$ cat src/pkg/gfp_params.svh
// Offsets, field positions, reset values and limits of the frame policy register
`ifndef GFP_PARAMS_SVH
`define GFP_PARAMS_SVH
`define GFP_REG_ADDR       12'h004
`define GFP_BIT_RSVD7      3'd7
`define GFP_BIT_MC_EXCL    3'd6
`define GFP_BIT_RSVD5      3'd5
`define GFP_BIT_FAIR       3'd4
`define GFP_BIT_NO_COLDROP 3'd3
`define GFP_BIT_HUGE       3'd2
`define GFP_BIT_LEGAL_DIS  3'd1
`define GFP_BIT_PRIO_RSV   3'd0
`define GFP_REG_RESET      8'hf0
`define GFP_LEN_HUGE       11'd1916
`define GFP_LEN_LEGAL_DIS  11'd1536
`define GFP_LEN_TAGGED     11'd1522
`define GFP_LEN_UNTAGGED   11'd1518
`define GFP_COLL_LIMIT     5'd16
`define GFP_PRIO_BUFS      6'd48
`define GFP_SYNC_STAGES    2
`endif

$ cat src/pkg/gfp_pkg.sv
// Types shared by the frame policy register block
package gfp_pkg;
  typedef enum {
    GFP_SIZE_NORMAL,
    GFP_SIZE_LEGAL_DIS,
    GFP_SIZE_HUGE
  } gfp_size_mode_type;
  typedef logic [7:0]  gfp_cfg_type;
  typedef logic [10:0] gfp_len_type;
endpackage

$ cat src/rtl/gfp_ctrl.sv
// Frame policy control register with APB slave and registered decisions
`timescale 1ns/1ps
`include "gfp_params.svh"
module gfp_ctrl (
  input  wire logic                 CORE_CLK,
  input  wire logic                 NRST,
  input  wire logic                 PSEL,
  input  wire logic                 PENABLE,
  input  wire logic                 PWRITE,
  input  wire logic          [11:0] PADDR,
  input  wire logic          [31:0] PWDATA,
  input  wire logic           [3:0] PSTRB,
  output logic               [31:0] PRDATA,
  output logic                      PREADY,
  output logic                      PSLVERR,
  input  wire logic                 COLLISION_POLICY_STRAP_PIN,
  input  wire logic                 MAX_SIZE_STRAP_PIN,
  input  wire logic                 FRM_VALID,
  input  wire gfp_pkg::gfp_len_type FRM_LEN,
  input  wire logic                 FRM_TAGGED,
  input  wire logic                 FRM_SPECIAL_TAG,
  input  wire logic                 FRM_DA_BCAST,
  input  wire logic                 FRM_DA_MCAST,
  input  wire logic           [4:0] FRM_COLLISIONS,
  input  wire logic                 FRM_FC_CONTEND,
  output logic                      RES_VALID,
  output logic                      RES_LEN_OK,
  output logic                      RES_STORM_REGULATE,
  output logic                      RES_COLL_DROP,
  output logic                      RES_DROP_NONFC,
  output logic                      RES_APPLY_FC,
  output logic                [5:0] RESERVED_BUFS
);
  import gfp_pkg::*;

  // ==========================================================
  // Strap capture
  logic [1:0] strap_sync;
  logic       strap_valid;
  logic       loaded_q;

  gfp_strap_sync #(
    .NUM_PINS (2)
  ) u_strap (
    .core_clk   (CORE_CLK),
    .nrst       (NRST),
    .pins       ({MAX_SIZE_STRAP_PIN, COLLISION_POLICY_STRAP_PIN}),
    .pins_sync  (strap_sync),
    .sync_valid (strap_valid)
  );

  logic load_now;
  assign load_now = strap_valid && !loaded_q;

  always_ff @(posedge CORE_CLK or negedge NRST) begin
    if (!NRST) loaded_q <= 1'b0;
    else       loaded_q <= loaded_q || strap_valid;
  end

  // ==========================================================
  // APB slave
  gfp_cfg_type cfg_q;
  gfp_cfg_type cfg_d;
  logic        setup;
  logic        hit;
  logic        wr_fire;
  logic        pready_d;
  logic [31:0] prdata_d;
  logic        pslverr_d;

  assign setup     = PSEL && !PENABLE;
  assign hit       = (PADDR == `GFP_REG_ADDR);
  // Bus held off until the straps are in, so no write races the load.
  // Answer one cycle after setup once loaded; an access that started
  // early simply waits in its access phase until the load is done.
  assign pready_d  = PSEL && !PREADY && loaded_q;
  assign prdata_d  = (pready_d && hit) ? {24'h000000, cfg_q} : 32'h00000000;
  assign pslverr_d = pready_d && !hit;
  assign wr_fire   = PSEL && PENABLE && PREADY && PWRITE && hit && PSTRB[0];

  always_comb begin
    cfg_d = cfg_q;
    if (load_now) begin
      cfg_d[`GFP_BIT_NO_COLDROP] = strap_sync[0];
      cfg_d[`GFP_BIT_LEGAL_DIS]  = strap_sync[1];
    end else if (wr_fire) begin
      // Reserved bits are stored as written; software keeps them at one
      cfg_d = PWDATA[7:0];
    end
  end

  always_ff @(posedge CORE_CLK or negedge NRST) begin
    if (!NRST) begin
      cfg_q   <= `GFP_REG_RESET;
      PREADY  <= 1'b0;
      PRDATA  <= 32'h00000000;
      PSLVERR <= 1'b0;
    end else begin
      cfg_q   <= cfg_d;
      PREADY  <= pready_d;
      PRDATA  <= prdata_d;
      PSLVERR <= pslverr_d;
    end
  end

  // ==========================================================
  // Frame decisions
  logic       len_ok;
  logic       storm_reg;
  logic       coll_drop;
  logic       drop_nonfc;
  logic       apply_fc;
  logic [5:0] rsv_bufs;

  gfp_frame_policy u_policy (
    .cfg             (cfg_q),
    .frm_len         (FRM_LEN),
    .frm_tagged      (FRM_TAGGED),
    .frm_special_tag (FRM_SPECIAL_TAG),
    .frm_da_bcast    (FRM_DA_BCAST),
    .frm_da_mcast    (FRM_DA_MCAST),
    .frm_collisions  (FRM_COLLISIONS),
    .frm_fc_contend  (FRM_FC_CONTEND),
    .len_ok          (len_ok),
    .storm_regulate  (storm_reg),
    .coll_drop       (coll_drop),
    .drop_nonfc      (drop_nonfc),
    .apply_fc        (apply_fc),
    .reserved_bufs   (rsv_bufs)
  );

  // Result flags are zero outside a query so consumers can OR them safely; RESERVED_BUFS is not gated by FRM_VALID
  always_ff @(posedge CORE_CLK or negedge NRST) begin
    if (!NRST) begin
      RES_VALID          <= 1'b0;
      RES_LEN_OK         <= 1'b0;
      RES_STORM_REGULATE <= 1'b0;
      RES_COLL_DROP      <= 1'b0;
      RES_DROP_NONFC     <= 1'b0;
      RES_APPLY_FC       <= 1'b0;
      RESERVED_BUFS      <= 6'd0;
    end else begin
      RES_VALID          <= FRM_VALID;
      RES_LEN_OK         <= FRM_VALID && len_ok;
      RES_STORM_REGULATE <= FRM_VALID && storm_reg;
      RES_COLL_DROP      <= FRM_VALID && coll_drop;
      RES_DROP_NONFC     <= FRM_VALID && drop_nonfc;
      RES_APPLY_FC       <= FRM_VALID && apply_fc;
      RESERVED_BUFS      <= rsv_bufs;
    end
  end
endmodule // gfp_ctrl

$ cat src/rtl/gfp_frame_policy.sv
// Combinational frame acceptance decisions derived from the policy register
`timescale 1ns/1ps
`include "gfp_params.svh"
module gfp_frame_policy (
  input  wire logic            [7:0] cfg,
  input  wire gfp_pkg::gfp_len_type  frm_len,
  input  wire logic                  frm_tagged,
  input  wire logic                  frm_special_tag,
  input  wire logic                  frm_da_bcast,
  input  wire logic                  frm_da_mcast,
  input  wire logic            [4:0] frm_collisions,
  input  wire logic                  frm_fc_contend,
  output logic                       len_ok,
  output logic                       storm_regulate,
  output logic                       coll_drop,
  output logic                       drop_nonfc,
  output logic                       apply_fc,
  output logic                 [5:0] reserved_bufs
);
  import gfp_pkg::*;

  gfp_size_mode_type size_mode;
  gfp_len_type       max_len;
  logic              use_tag_limit;

  // Huge mode wins; the legal-size bit only counts while huge is off
  assign size_mode = cfg[`GFP_BIT_HUGE]      ? GFP_SIZE_HUGE :
                     cfg[`GFP_BIT_LEGAL_DIS] ? GFP_SIZE_LEGAL_DIS :
                                               GFP_SIZE_NORMAL;
  // Special-tagged frames from the processor port skip the tagged limit
  assign use_tag_limit = frm_tagged && !frm_special_tag;

  always_comb begin
    max_len = `GFP_LEN_UNTAGGED;
    unique case (size_mode)
      GFP_SIZE_HUGE:      max_len = `GFP_LEN_HUGE;
      GFP_SIZE_LEGAL_DIS: max_len = `GFP_LEN_LEGAL_DIS;
      GFP_SIZE_NORMAL:    max_len = use_tag_limit ? `GFP_LEN_TAGGED
                                                  : `GFP_LEN_UNTAGGED;
    endcase
  end

  assign len_ok         = (frm_len <= max_len);
  assign storm_regulate = frm_da_bcast ||
                          (frm_da_mcast && !cfg[`GFP_BIT_MC_EXCL]);
  assign coll_drop      = (frm_collisions >= `GFP_COLL_LIMIT) &&
                          !cfg[`GFP_BIT_NO_COLDROP];
  assign drop_nonfc     = frm_fc_contend && cfg[`GFP_BIT_FAIR];
  assign apply_fc       = frm_fc_contend && !cfg[`GFP_BIT_FAIR];
  assign reserved_bufs  = cfg[`GFP_BIT_PRIO_RSV] ? `GFP_PRIO_BUFS
                                                 : 6'd0;
endmodule // gfp_frame_policy

$ cat src/rtl/gfp_strap_sync.sv
// Two-stage synchroniser for the strap pins with a capture-ready flag
`timescale 1ns/1ps
`include "gfp_params.svh"
module gfp_strap_sync #(
  parameter int NUM_PINS = 2
) (
  input  wire logic                core_clk,
  input  wire logic                nrst,
  input  wire logic [NUM_PINS-1:0] pins,
  output logic      [NUM_PINS-1:0] pins_sync,
  output logic                     sync_valid
);
  import gfp_pkg::*;

  if (NUM_PINS < 1) begin : g_bad_pins
    $error("gfp_strap_sync needs at least one pin");
  end

  logic [NUM_PINS-1:0] meta_q;
  logic [NUM_PINS-1:0] sync_q;
  logic [1:0]          fill_q;
  logic [1:0]          fill_d;

  assign fill_d     = (fill_q == 2'(`GFP_SYNC_STAGES)) ? fill_q : fill_q + 2'd1;
  assign pins_sync  = sync_q;
  assign sync_valid = (fill_q == 2'(`GFP_SYNC_STAGES));

  genvar g;
  generate
    for (g = 0; g < NUM_PINS; g++) begin : g_pin
      // Pull-down default until the pad level has passed both stages
      always_ff @(posedge core_clk or negedge nrst) begin
        if (!nrst) begin
          meta_q[g] <= 1'b0;
          sync_q[g] <= 1'b0;
        end else begin
          meta_q[g] <= pins[g];
          sync_q[g] <= meta_q[g];
        end
      end
    end
  endgenerate

  always_ff @(posedge core_clk or negedge nrst) begin
    if (!nrst) fill_q <= 2'd0;
    else       fill_q <= fill_d;
  end
endmodule // gfp_strap_sync

$ cat config.mk
export PLATFORM = sky130hd
export DESIGN_NAME = gfp_ctrl
export DESIGN_NICKNAME = d
export VERILOG_FILES = /design/src/pkg/gfp_pkg.sv /design/src/rtl/gfp_ctrl.sv /design/src/rtl/gfp_frame_policy.sv /design/src/rtl/gfp_strap_sync.sv
export VERILOG_INCLUDE_DIRS = /design/src /design/src/pkg
export SDC_FILE = /design/constraint.sdc
export NUM_CORES = 1
export LEC_CHECK = 0
export ABC_CLOCK_PERIOD_IN_PS = 1950
export BUFFER_PORTS_ARGS = -buffer_cell sky130_fd_sc_hd__clkbuf_2
export CORE_MARGIN = 2
export CORE_UTILIZATION = 40
export DETAILED_ROUTE_END_ITERATION = 10
export PLACE_DENSITY = 0.8
export REMOVE_ABC_BUFFERS = 1
export SYNTH_ARGS = -nofsm -noshare
export SYNTH_HDL_FRONTEND = slang
export SYNTH_SLANG_ARGS = --single-unit
$ cat constraint.sdc
create_clock -name CORE_CLK -period 1.95 [get_ports CORE_CLK]
set_input_delay 0.39 -clock CORE_CLK [delete_from_list [all_inputs] [get_ports CORE_CLK]]
set_output_delay 0.39 -clock CORE_CLK [all_outputs]
set_load 0.01 [all_outputs]
## Word level (Yosys, flattened, before mapping)

Cells that the tools add are included.

- $add $sub $neg: 1
- Multiply operators: 0
- Divide/modulo/power cells: 0
- Order comparisons: 2
- Eq/ne operators: 4
- Shift-type cells: 0
- Mux-type cells: 9
- Bitwise gates (word level): 1
- Reduce and logical (&&, ||, !) cells: 32

Operator list:

| kind | count |
|---|---|
| $pmux W11 S3 | 1 |
| $eq A32 B1 Y1 const B | 1 |
| $eq A32 B2 Y1 const B | 1 |
| $logic_not A32 Y1 | 1 |
| $mux W32 | 1 |
| $logic_and A1 B1 Y1 | 20 |
| $eq A12 B3 Y1 const B | 1 |
| $le A11 B11 Y1 | 1 |
| $mux W8 | 1 |
| $logic_not A1 Y1 | 7 |
| $mux W6 | 1 |
| $ge A5 B5 Y1 const B | 1 |
| $mux W5 | 1 |
| $mux W4 | 1 |
| $mux W1 | 3 |
| $add A2 B1 Y2 const B | 1 |
| $eq A2 B2 Y1 const B | 1 |
| $logic_or A1 B1 Y1 | 2 |
| $reduce_and A2 Y1 | 1 |
| $reduce_bool A2 Y1 | 1 |
| $not A1 Y1 | 1 |

- Bits in registers: 37
- Bits in latches: 0
- RAM bits: 0
- Bits in read-only memories: 0
- Input port bits: 77
- Output and inout port bits: 46
- Word-level logic and storage cells: 67
- Memories: 0

## Longest topological paths before layout

Gate-level depths: netlist (run 1).

- Depth after elaboration: 7
- Mapped depth: 8
- Depth with buffers taken out: 8

## Modules after synthesis

Synthesis (run 1) repeated with hierarchy kept, for this count alone.

- Cell total of the unflattened synthesis: 156
- Area, all modules: 1,780.5 um^2

By module, submodules not included:

| module | instances | cells each | area an instance (um^2) | sequential area each (um^2) |
|---|---|---|---|---|
| gfp_ctrl | 1 | 99 | 1,262.5 | 780.7 |
| gfp_frame_policy | 1 | 45 | 316.6 | 0.0 |
| gfp_strap_sync | 1 | 12 | 201.4 | 150.1 |

## Worst setup path after synthesis (run 1)

OpenSTA, ideal clock, no wires.

- Path type: input port to flip-flop
- Start: input PADDR[6]
- End: register cfg_q[0]
- Setup time: 125 ps
- Arrival time: 1,531 ps
- Required time: 1,825 ps
- Setup slack: 294 ps
- Stages: 4
- Path buffers: 0
- Cells stage by stage: nor4_2 nand3_2 nor3_4 mux2_2

- Longest elaborated chain between the ends: 4

Ends and longest elaborated chain:

| what | line | RTL |
|---|---|---|
| start: declaration | gfp_ctrl.sv:10 | `input wire logic [11:0] PADDR,` |
| $eq A12 B3 Y1 (no line) | - |  |
| $logic_and A1 B1 Y1 (2 in a row) | gfp_ctrl.sv:79 | `assign wr_fire = PSEL && PENABLE && PREADY && PWRITE && hit && PSTRB[0];` |
| $reduce_and A2 Y1 (no line) | - |  |
| end signal: assignment | gfp_ctrl.sv:94 | `` cfg_q <= `GFP_REG_RESET; `` |
| end signal: assignment | gfp_ctrl.sv:99 | `cfg_q <= cfg_d;` |
| end: declaration | gfp_ctrl.sv:62 | `gfp_cfg_type cfg_q;` |

No other way between the ends.
A chain may end at the register's enable or synchronous reset.

## Worst setup path in the final report (run 1)

- Start: register cfg_q[1]
- End: register RES_LEN_OK

- Longest elaborated chain between the ends: 6
- Elaborated cells between the ends (all ways): 8
- Classes of those cells: order compare (1); eq/ne (2); mux (3); reduce/logical (2)

Ends and longest elaborated chain:

| what | line | RTL |
|---|---|---|
| $mux W1 * | gfp_frame_policy.sv:28 | `` cfg[`GFP_BIT_LEGAL_DIS] ? GFP_SIZE_LEGAL_DIS : `` |
| $mux W32 * | gfp_frame_policy.sv:27 | `` assign size_mode = cfg[`GFP_BIT_HUGE] ? GFP_SIZE_HUGE : `` |
| $eq A32 B1 Y1 (tied with other cells) | gfp_frame_policy.sv:35 | `unique case (size_mode)` |
| $pmux W11 S3 * | gfp_frame_policy.sv:35 |  |
| $le A11 B11 Y1 * | gfp_frame_policy.sv:43 | `assign len_ok = (frm_len <= max_len);` |
| $logic_and A1 B1 Y1 * | gfp_ctrl.sv:144 | `RES_LEN_OK <= FRM_VALID && len_ok;` |
| end signal: assignment | gfp_ctrl.sv:144 |  |
| end: declaration | gfp_ctrl.sv:27 | `output logic RES_LEN_OK,` |

Every way passes the cells marked *; elsewhere a longest branch is shown, timed or not. The select of a mux whose other input is x is not followed.

==> impl_metrics.env, run 1 <==
export IMPL_die_y_um=67.89
export IMPL_pwr_share_clk_pct=41.7
export IMPL_setup_ws_ps=234.4
export IMPL_n_antenna_cell=0
export IMPL_ctsRootBufferMaster="clkbuf_8"
export IMPL_seq_area_frac_synth_pct=49.35
export IMPL_hold_class="in -> async"
export IMPL_rsz0062_at_grt="no"
export IMPL_cellLeakagePower_nw=1.099
export IMPL_worstSetupEndpoint="RES_LEN_OK"
export IMPL_die_area_um2=4609
export IMPL_crit_type="reg -> reg"
export IMPL_crit_required_ps=2140
export IMPL_row_count=23
export IMPL_drtIter0Drc=33
export IMPL_final_area_um2=2019
export IMPL_synth_edff_count=0
export IMPL_ir_worst_vdd_mv=0.5838
export IMPL_cts_sinks=32
export IMPL_place_area_um2=1909
export IMPL_grt_antenna_before_repair=0
export IMPL_yosys_warnings=0
export IMPL_regArea_um2=805.8
export IMPL_tightest_slew_ps=764.7
export IMPL_rr_worst_depth=7
export IMPL_combPwrFrac_pct=11.1
export IMPL_gp_congestion=0.7203
export IMPL_via_per_inst=4.248
export IMPL_h_tree_depth=2
export IMPL_drv_slew=0
export IMPL_whs_ps=176.5
export IMPL_gr_usage_all_layers_pct=12.98
export IMPL_syn_to_final_growth_pct=23.68
export IMPL_cts_buffer_depth=2
export IMPL_postSynthCellCount=145
export IMPL_grt_pass1_wl_um=4305
export IMPL_worst_clock_skew_ps=8.121
export IMPL_wl_per_cell_um=10.74
export IMPL_nFillCells=384
export IMPL_place_ws_ps=99.57
export IMPL_finish_net_count=302
export IMPL_yosysUniqueCellTypes=34
export IMPL_avgSynthCellArea_um2=11.26
export IMPL_cts_buffers=5
export IMPL_post_route_drc_count=0
export IMPL_cp_startpoint="cfg_q[1]"
export IMPL_rr_endpoint="RES_LEN_OK"
export IMPL_arrival_ps=1910
export IMPL_post_route_period_util_pct=87.98
export IMPL_start_util_pct=41.12
export IMPL_seqPwrFrac_pct=47.1
export IMPL_finalSetupTns_ps=0
export IMPL_overflow=0
export IMPL_first_global_vias=989
export IMPL_p_int_mw=1.128
export IMPL_rr_startpoint="cfg_q[1]"
export IMPL_synth_flop_cell="dfrtp_1"
export IMPL_ys_ff_latch=32
export IMPL_coreArea_um2=3971
export IMPL_numPortBuffers=63
export IMPL_start_kind="register"
export IMPL_cp_max_fo=5
export IMPL_multi_input_area_um2=679.4
export IMPL_powerDensity_nw_per_um2=719.5
export IMPL_layout_common_cells="63 x clkbuf_2, 28 x dfrtp_1, 28 x conb_1, 10 x ha_1, 9 x inv_1"
export IMPL_period_needed_ps=1716
export IMPL_cts_tree="yes"
export IMPL_hold_violations=0
export IMPL_synth_area_leader_cell="dfrtp_1"
export IMPL_syn_area_um2=1633
export IMPL_clk_pin_slew_worst_paths_ps=70
export IMPL_dpl_hpwl_um=2330
export IMPL_insertion_delay_ps=280
export IMPL_drv_cap=0
export IMPL_reg2reg_slack_ps=230
export IMPL_drive_above_1_share_pct=42.13
export IMPL_num_vias=1130
export IMPL_first_pass_iters=4
export IMPL_sw_frac_of_total_pct=22.40
export IMPL_synthArstFlopShare_pct=100.0
export IMPL_ioPinCount=123
export IMPL_ant_nets=0
export IMPL_critPathCaptureType="register"
export IMPL_grt_max_degree=33
export IMPL_slew_headroom_pct=49.02
export IMPL_switchingPower_mw=0.3254
export IMPL_totalWireLength_um=2858
export IMPL_synth_area_leaders="dfrtp_1 43%, buf_4 13%, ha_1 7.7%"
export IMPL_finalSetupViolCount=0
export IMPL_yosysTopAreaCellShare_pct=42.91
export IMPL_cts_hold_buf=0
export IMPL_fin_util_pct=50.85
export IMPL_final_common_cell="clkbuf_2"
export IMPL_status="completed"
export IMPL_die_w_um=67.89
export IMPL_max_freq_ghz=0.5829
power groups by stage:
stage               combinational (mW)  sequential, mW  clock (mW)
floorplan                       0.0758           0.701           0
global placement                 0.157           0.697           0
detailed placement               0.163           0.697           0
CTS                              0.163           0.685       0.635
global route                     0.186           0.686       0.663
finish                           0.161           0.685       0.607
routing by layer:
metal | GRT usage, % | vias to the layer above | share of wire (%)
met5 | 0 | - | 0
met4 | 3.750 | 0 | 0.21
met3 | 5.921 | 2 | 7.8
met2 | 22.43 | 37 | 53
met1 | 14.35 | 522 | 39
li1 | - | 569 | -
worst min path at each step:
stage | from | endpoint | cells past startpoint
floorplan | NRST | PRDATA[0] | 0
global placement | u_strap.meta_q[0] | u_strap.pins_sync[0] | 0
detailed placement | u_strap.meta_q[0] | u_strap.pins_sync[0] | 0
CTS | NRST | PRDATA[6] | 1
global route | COLLISION_POLICY_STRAP_PIN | u_strap.meta_q[0] | 1
finish | NRST | PRDATA[5] | 1
critical path, cell delays in order (launching register included):
cell	delay [ps]
dfrtp_1	420
inv_1	100
nor2_2	150
ha_1	270
a211o_1	260
o211ai_1	110
o2111ai_1	150
a21boi_0	170
synthesized netlist by cell type, types with 2 or more instances:
library cell   n
and3_1         2
nand4_1        2
or2_2          2
dfrtp_1       28
nor2_1         7
o21a_1         3
nor2b_1        2
nand2_1        4
inv_1          9
and2_1         7
nand2b_1       2
o31a_1         2
nor4_2         2
nor3_1         4
mux2_2         6
buf_4         29
a21oi_1        4
ha_1          10
nand3_1        2
dfstp_2        4
metrics by stage:
step	cells	power [mW]
floorplan	143	0.7771
global placement	258	0.8541
detailed placement	258	0.8599
CTS	266	1.483
global route	266	1.534
finish	266	1.453
kinds of logic (layout without fill, tap and decap cells):
group | Yosys count | after routing | synth area share, %
XOR/XNOR | 1 | 1 | 0.5365
AND/OR/NAND/NOR | 41 | 41 | 15.86
other | 1 | 28 | 0.2297
adder cells (fa/ha/maj) | 10 | 10 | 7.663
flip-flops | 32 | 32 | 49.35
multiplexers | 6 | 6 | 4.138
AO/OA/AOI/OAI | 16 | 16 | 6.821
buffers and inverters | 38 | 82 | 15.40
registers in the layout (all words and copies together) (netlist names), 2 cells and up:
name / cells
u_strap.pins_sync: 2
cfg_q: 8
PRDATA: 8
u_strap.fill_q: 2
u_strap.meta_q: 2
area by class of cell:
type	count	share of cell area, %
Inverter	9	1.673
Clock inverter	2	1.735
Multi-Input combinational cell	102	33.64
Sequential cell	32	39.90
Clock buffer	6	3.594
Tap cell	50	3.098
Timing Repair Buffer	65	16.36
what timing repair did:
action | in CTS | in global routing
endpoints found under the setup margin | 0 | 1
hold endpoints to repair | 0 | 0
gates resized for setup | 0 | 1
buffers inserted | 0 | 0
Power figures use the tool's default switching activity.
==> run 2: changes to the inputs <==
- CORE_ASPECT_RATIO: not set -> 1.1
==> impl_metrics.env, run 2 (synthesis results as in run 1) <==
export IMPL_n_antenna_cell=0
export IMPL_slew_headroom_pct=49.65
export IMPL_cpPeakStageDelay_ps=380
export IMPL_drtIter0Drc=28
export IMPL_ctsResizeCount=0
export IMPL_overflow=0
export IMPL_layout_common_cells="63 x clkbuf_2, 28 x dfrtp_1, 28 x conb_1, 10 x ha_1, 9 x inv_1"
export IMPL_cp_startpoint="u_strap.fill_q[0]"
export IMPL_rr_endpoint="cfg_q[0]"
export IMPL_crit_type="reg -> reg"
export IMPL_hold_class="in -> async"
export IMPL_first_pass_iters=4
export IMPL_die_area_um2=4610
export IMPL_totalWireLength_um=2790
export IMPL_nFillCells=381
export IMPL_critPathCaptureType="register"
export IMPL_finalSetupViolCount=0
export IMPL_grt_util_met1_pct=13.91
export IMPL_cp_top_family="simple AND/OR/NAND/NOR gates"
export IMPL_final_common_cell="clkbuf_2"
export IMPL_cp_cell_sequence="inv_1, ha_1, nor2b_1, nor3_4, mux2_2"
export IMPL_finish_net_count=302
export IMPL_h_tree_depth=2
export IMPL_busiest_layer="met2"
export IMPL_ioPinCount=123
export IMPL_cts_buffer_depth=2
export IMPL_cts_tree="yes"
export IMPL_start_util_pct=41.51
export IMPL_cellLeakagePower_nw=1.089
export IMPL_num_vias=1145
export IMPL_post_route_drc_count=0
export IMPL_powerDensity_nw_per_um2=670.6
export IMPL_arrival_ps=1870
export IMPL_worst_path_buf_inv=1
export IMPL_ctsRootBufferMaster="clkbuf_8"
export IMPL_insertion_delay_ps=270
export IMPL_syn_to_final_growth_pct=22.76
export IMPL_drv_slew=0
export IMPL_cts_buffers=5
export IMPL_wl_per_cell_um=10.41
export IMPL_via_per_inst=4.272
export IMPL_first_global_vias=1075
export IMPL_final_cells=268
export IMPL_cts_sinks=32
export IMPL_row_count=24
export IMPL_numPortBuffers=63
export IMPL_post_route_period_util_pct=87.74
export IMPL_coreArea_um2=3934
export IMPL_worstSetupEndpoint="cfg_q[0]"
export IMPL_cp_max_fo=6
export IMPL_power_total_mw=1.344
export IMPL_rsz0062_at_grt="no"
export IMPL_dpl_hpwl_um=2291
export IMPL_clk_pin_slew_worst_paths_ps=60
export IMPL_die_y_um=71.01
export IMPL_grt_pass1_wl_um=4416
export IMPL_finalSetupTns_ps=0
export IMPL_gp_congestion=0.7339
export IMPL_cp_slowest_cell="mux2_2"
export IMPL_gr_usage_all_layers_pct=12.53
export IMPL_ant_nets=0
export IMPL_max_freq_ghz=0.5845
export IMPL_grt_met2_usage_pct=22.57
export IMPL_place_inst=260
export IMPL_cts_hold_buf=0
export IMPL_ir_worst_vdd_mv=0.5219
export IMPL_worst_clock_skew_ps=2.822
export IMPL_rr_startpoint="u_strap.fill_q[0]"
export IMPL_start_kind="register"
export IMPL_top_regs="PRDATA x8, cfg_q x8"
export IMPL_rr_worst_depth=5
export IMPL_fin_util_pct=50.95
export IMPL_path_depth=5
export IMPL_drive_above_1_share_pct=41.67
export IMPL_postCtsSetupRepairBufs=0
export IMPL_hold_violations=0
export IMPL_crit_required_ps=2110
export IMPL_met3_usage_pct=4.452
export IMPL_reg2reg_slack_ps=240
export IMPL_status="completed"
export IMPL_die_w_um=64.92
export IMPL_tightest_slew_ps=755.3
export IMPL_drv_cap=0
export IMPL_grt_max_degree=33
export IMPL_period_needed_ps=1711
export IMPL_grt_antenna_before_repair=0
-- run 2: changes by cell type in the layout (fill, tap and decap cells not counted), sizes merged --
cell    change
bufinv      -1
clkbuf      +2
clkinv      -1
-- run 2: cell type report --
| class | count | area [um2] | share of cell area [%] |
|---|---|---|---|
| tap | 52 | 65.06 | 3.246 |
| clock buffer | 8 | 90.09 | 4.494 |
| sequential | 32 | 805.8 | 40.20 |
| inverter | 9 | 33.78 | 1.685 |
| timing repair buffer | 65 | 330.3 | 16.48 |
| multi-input combinational | 102 | 679.4 | 33.90 |
-- run 2: per-stage QoR --
| step | setup slack (ps) | instance area, um2 | hold WS (ps) |
|---|---|---|---|
| 2_1_floorplan | 294.0 | 1516 | 94.41 |
| 5_1_grt | 57.90 | 2004 | 217.2 |
| 3_3_place_gp | 94.94 | 1912 | 333.3 |
| 6_report | 239.1 | 2004 | 178.9 |
| 4_1_cts | 183.5 | 2002 | 210.0 |
| 3_5_place_dp | 80.45 | 1912 | 334.7 |
-- run 2: how the worst min path moves through the flow --
stage / cells after the start / to / slack [ps] / startpoint
6_report: 1 / PRDATA[0] / 180 / NRST
5_1_grt: 1 / u_strap.meta_q[0] / 220 / COLLISION_POLICY_STRAP_PIN
4_1_cts: 1 / cfg_q[0] / 210 / NRST
3_5_place_dp: 0 / u_strap.pins_sync[0] / 330 / u_strap.meta_q[0]
3_3_place_gp: 0 / u_strap.pins_sync[0] / 330 / u_strap.meta_q[0]
2_1_floorplan: 0 / PRDATA[0] / 90 / NRST
-- run 2: worst reg2reg max path, stage by stage, from the launching register on --
cell,delay [ps]
dfrtp_1,360
inv_1,50
ha_1,240
nor2b_1,210
nor3_4,370
mux2_2,380
-- run 2: where the power goes --
part	switching [mW]	internal (mW)
logic	0.0920	0.0693
clock network	0.209	0.287
registers	0.00648	0.680
total	0.308	1.04
-- run 2: routing by layer --
metal	up-vias	wire, um	part of all wire, %
met5	-	0	0
met4	0	0	0
met3	0	213	7.6
met2	42	1491	53
met1	529	1085	39
li1	574	-	-
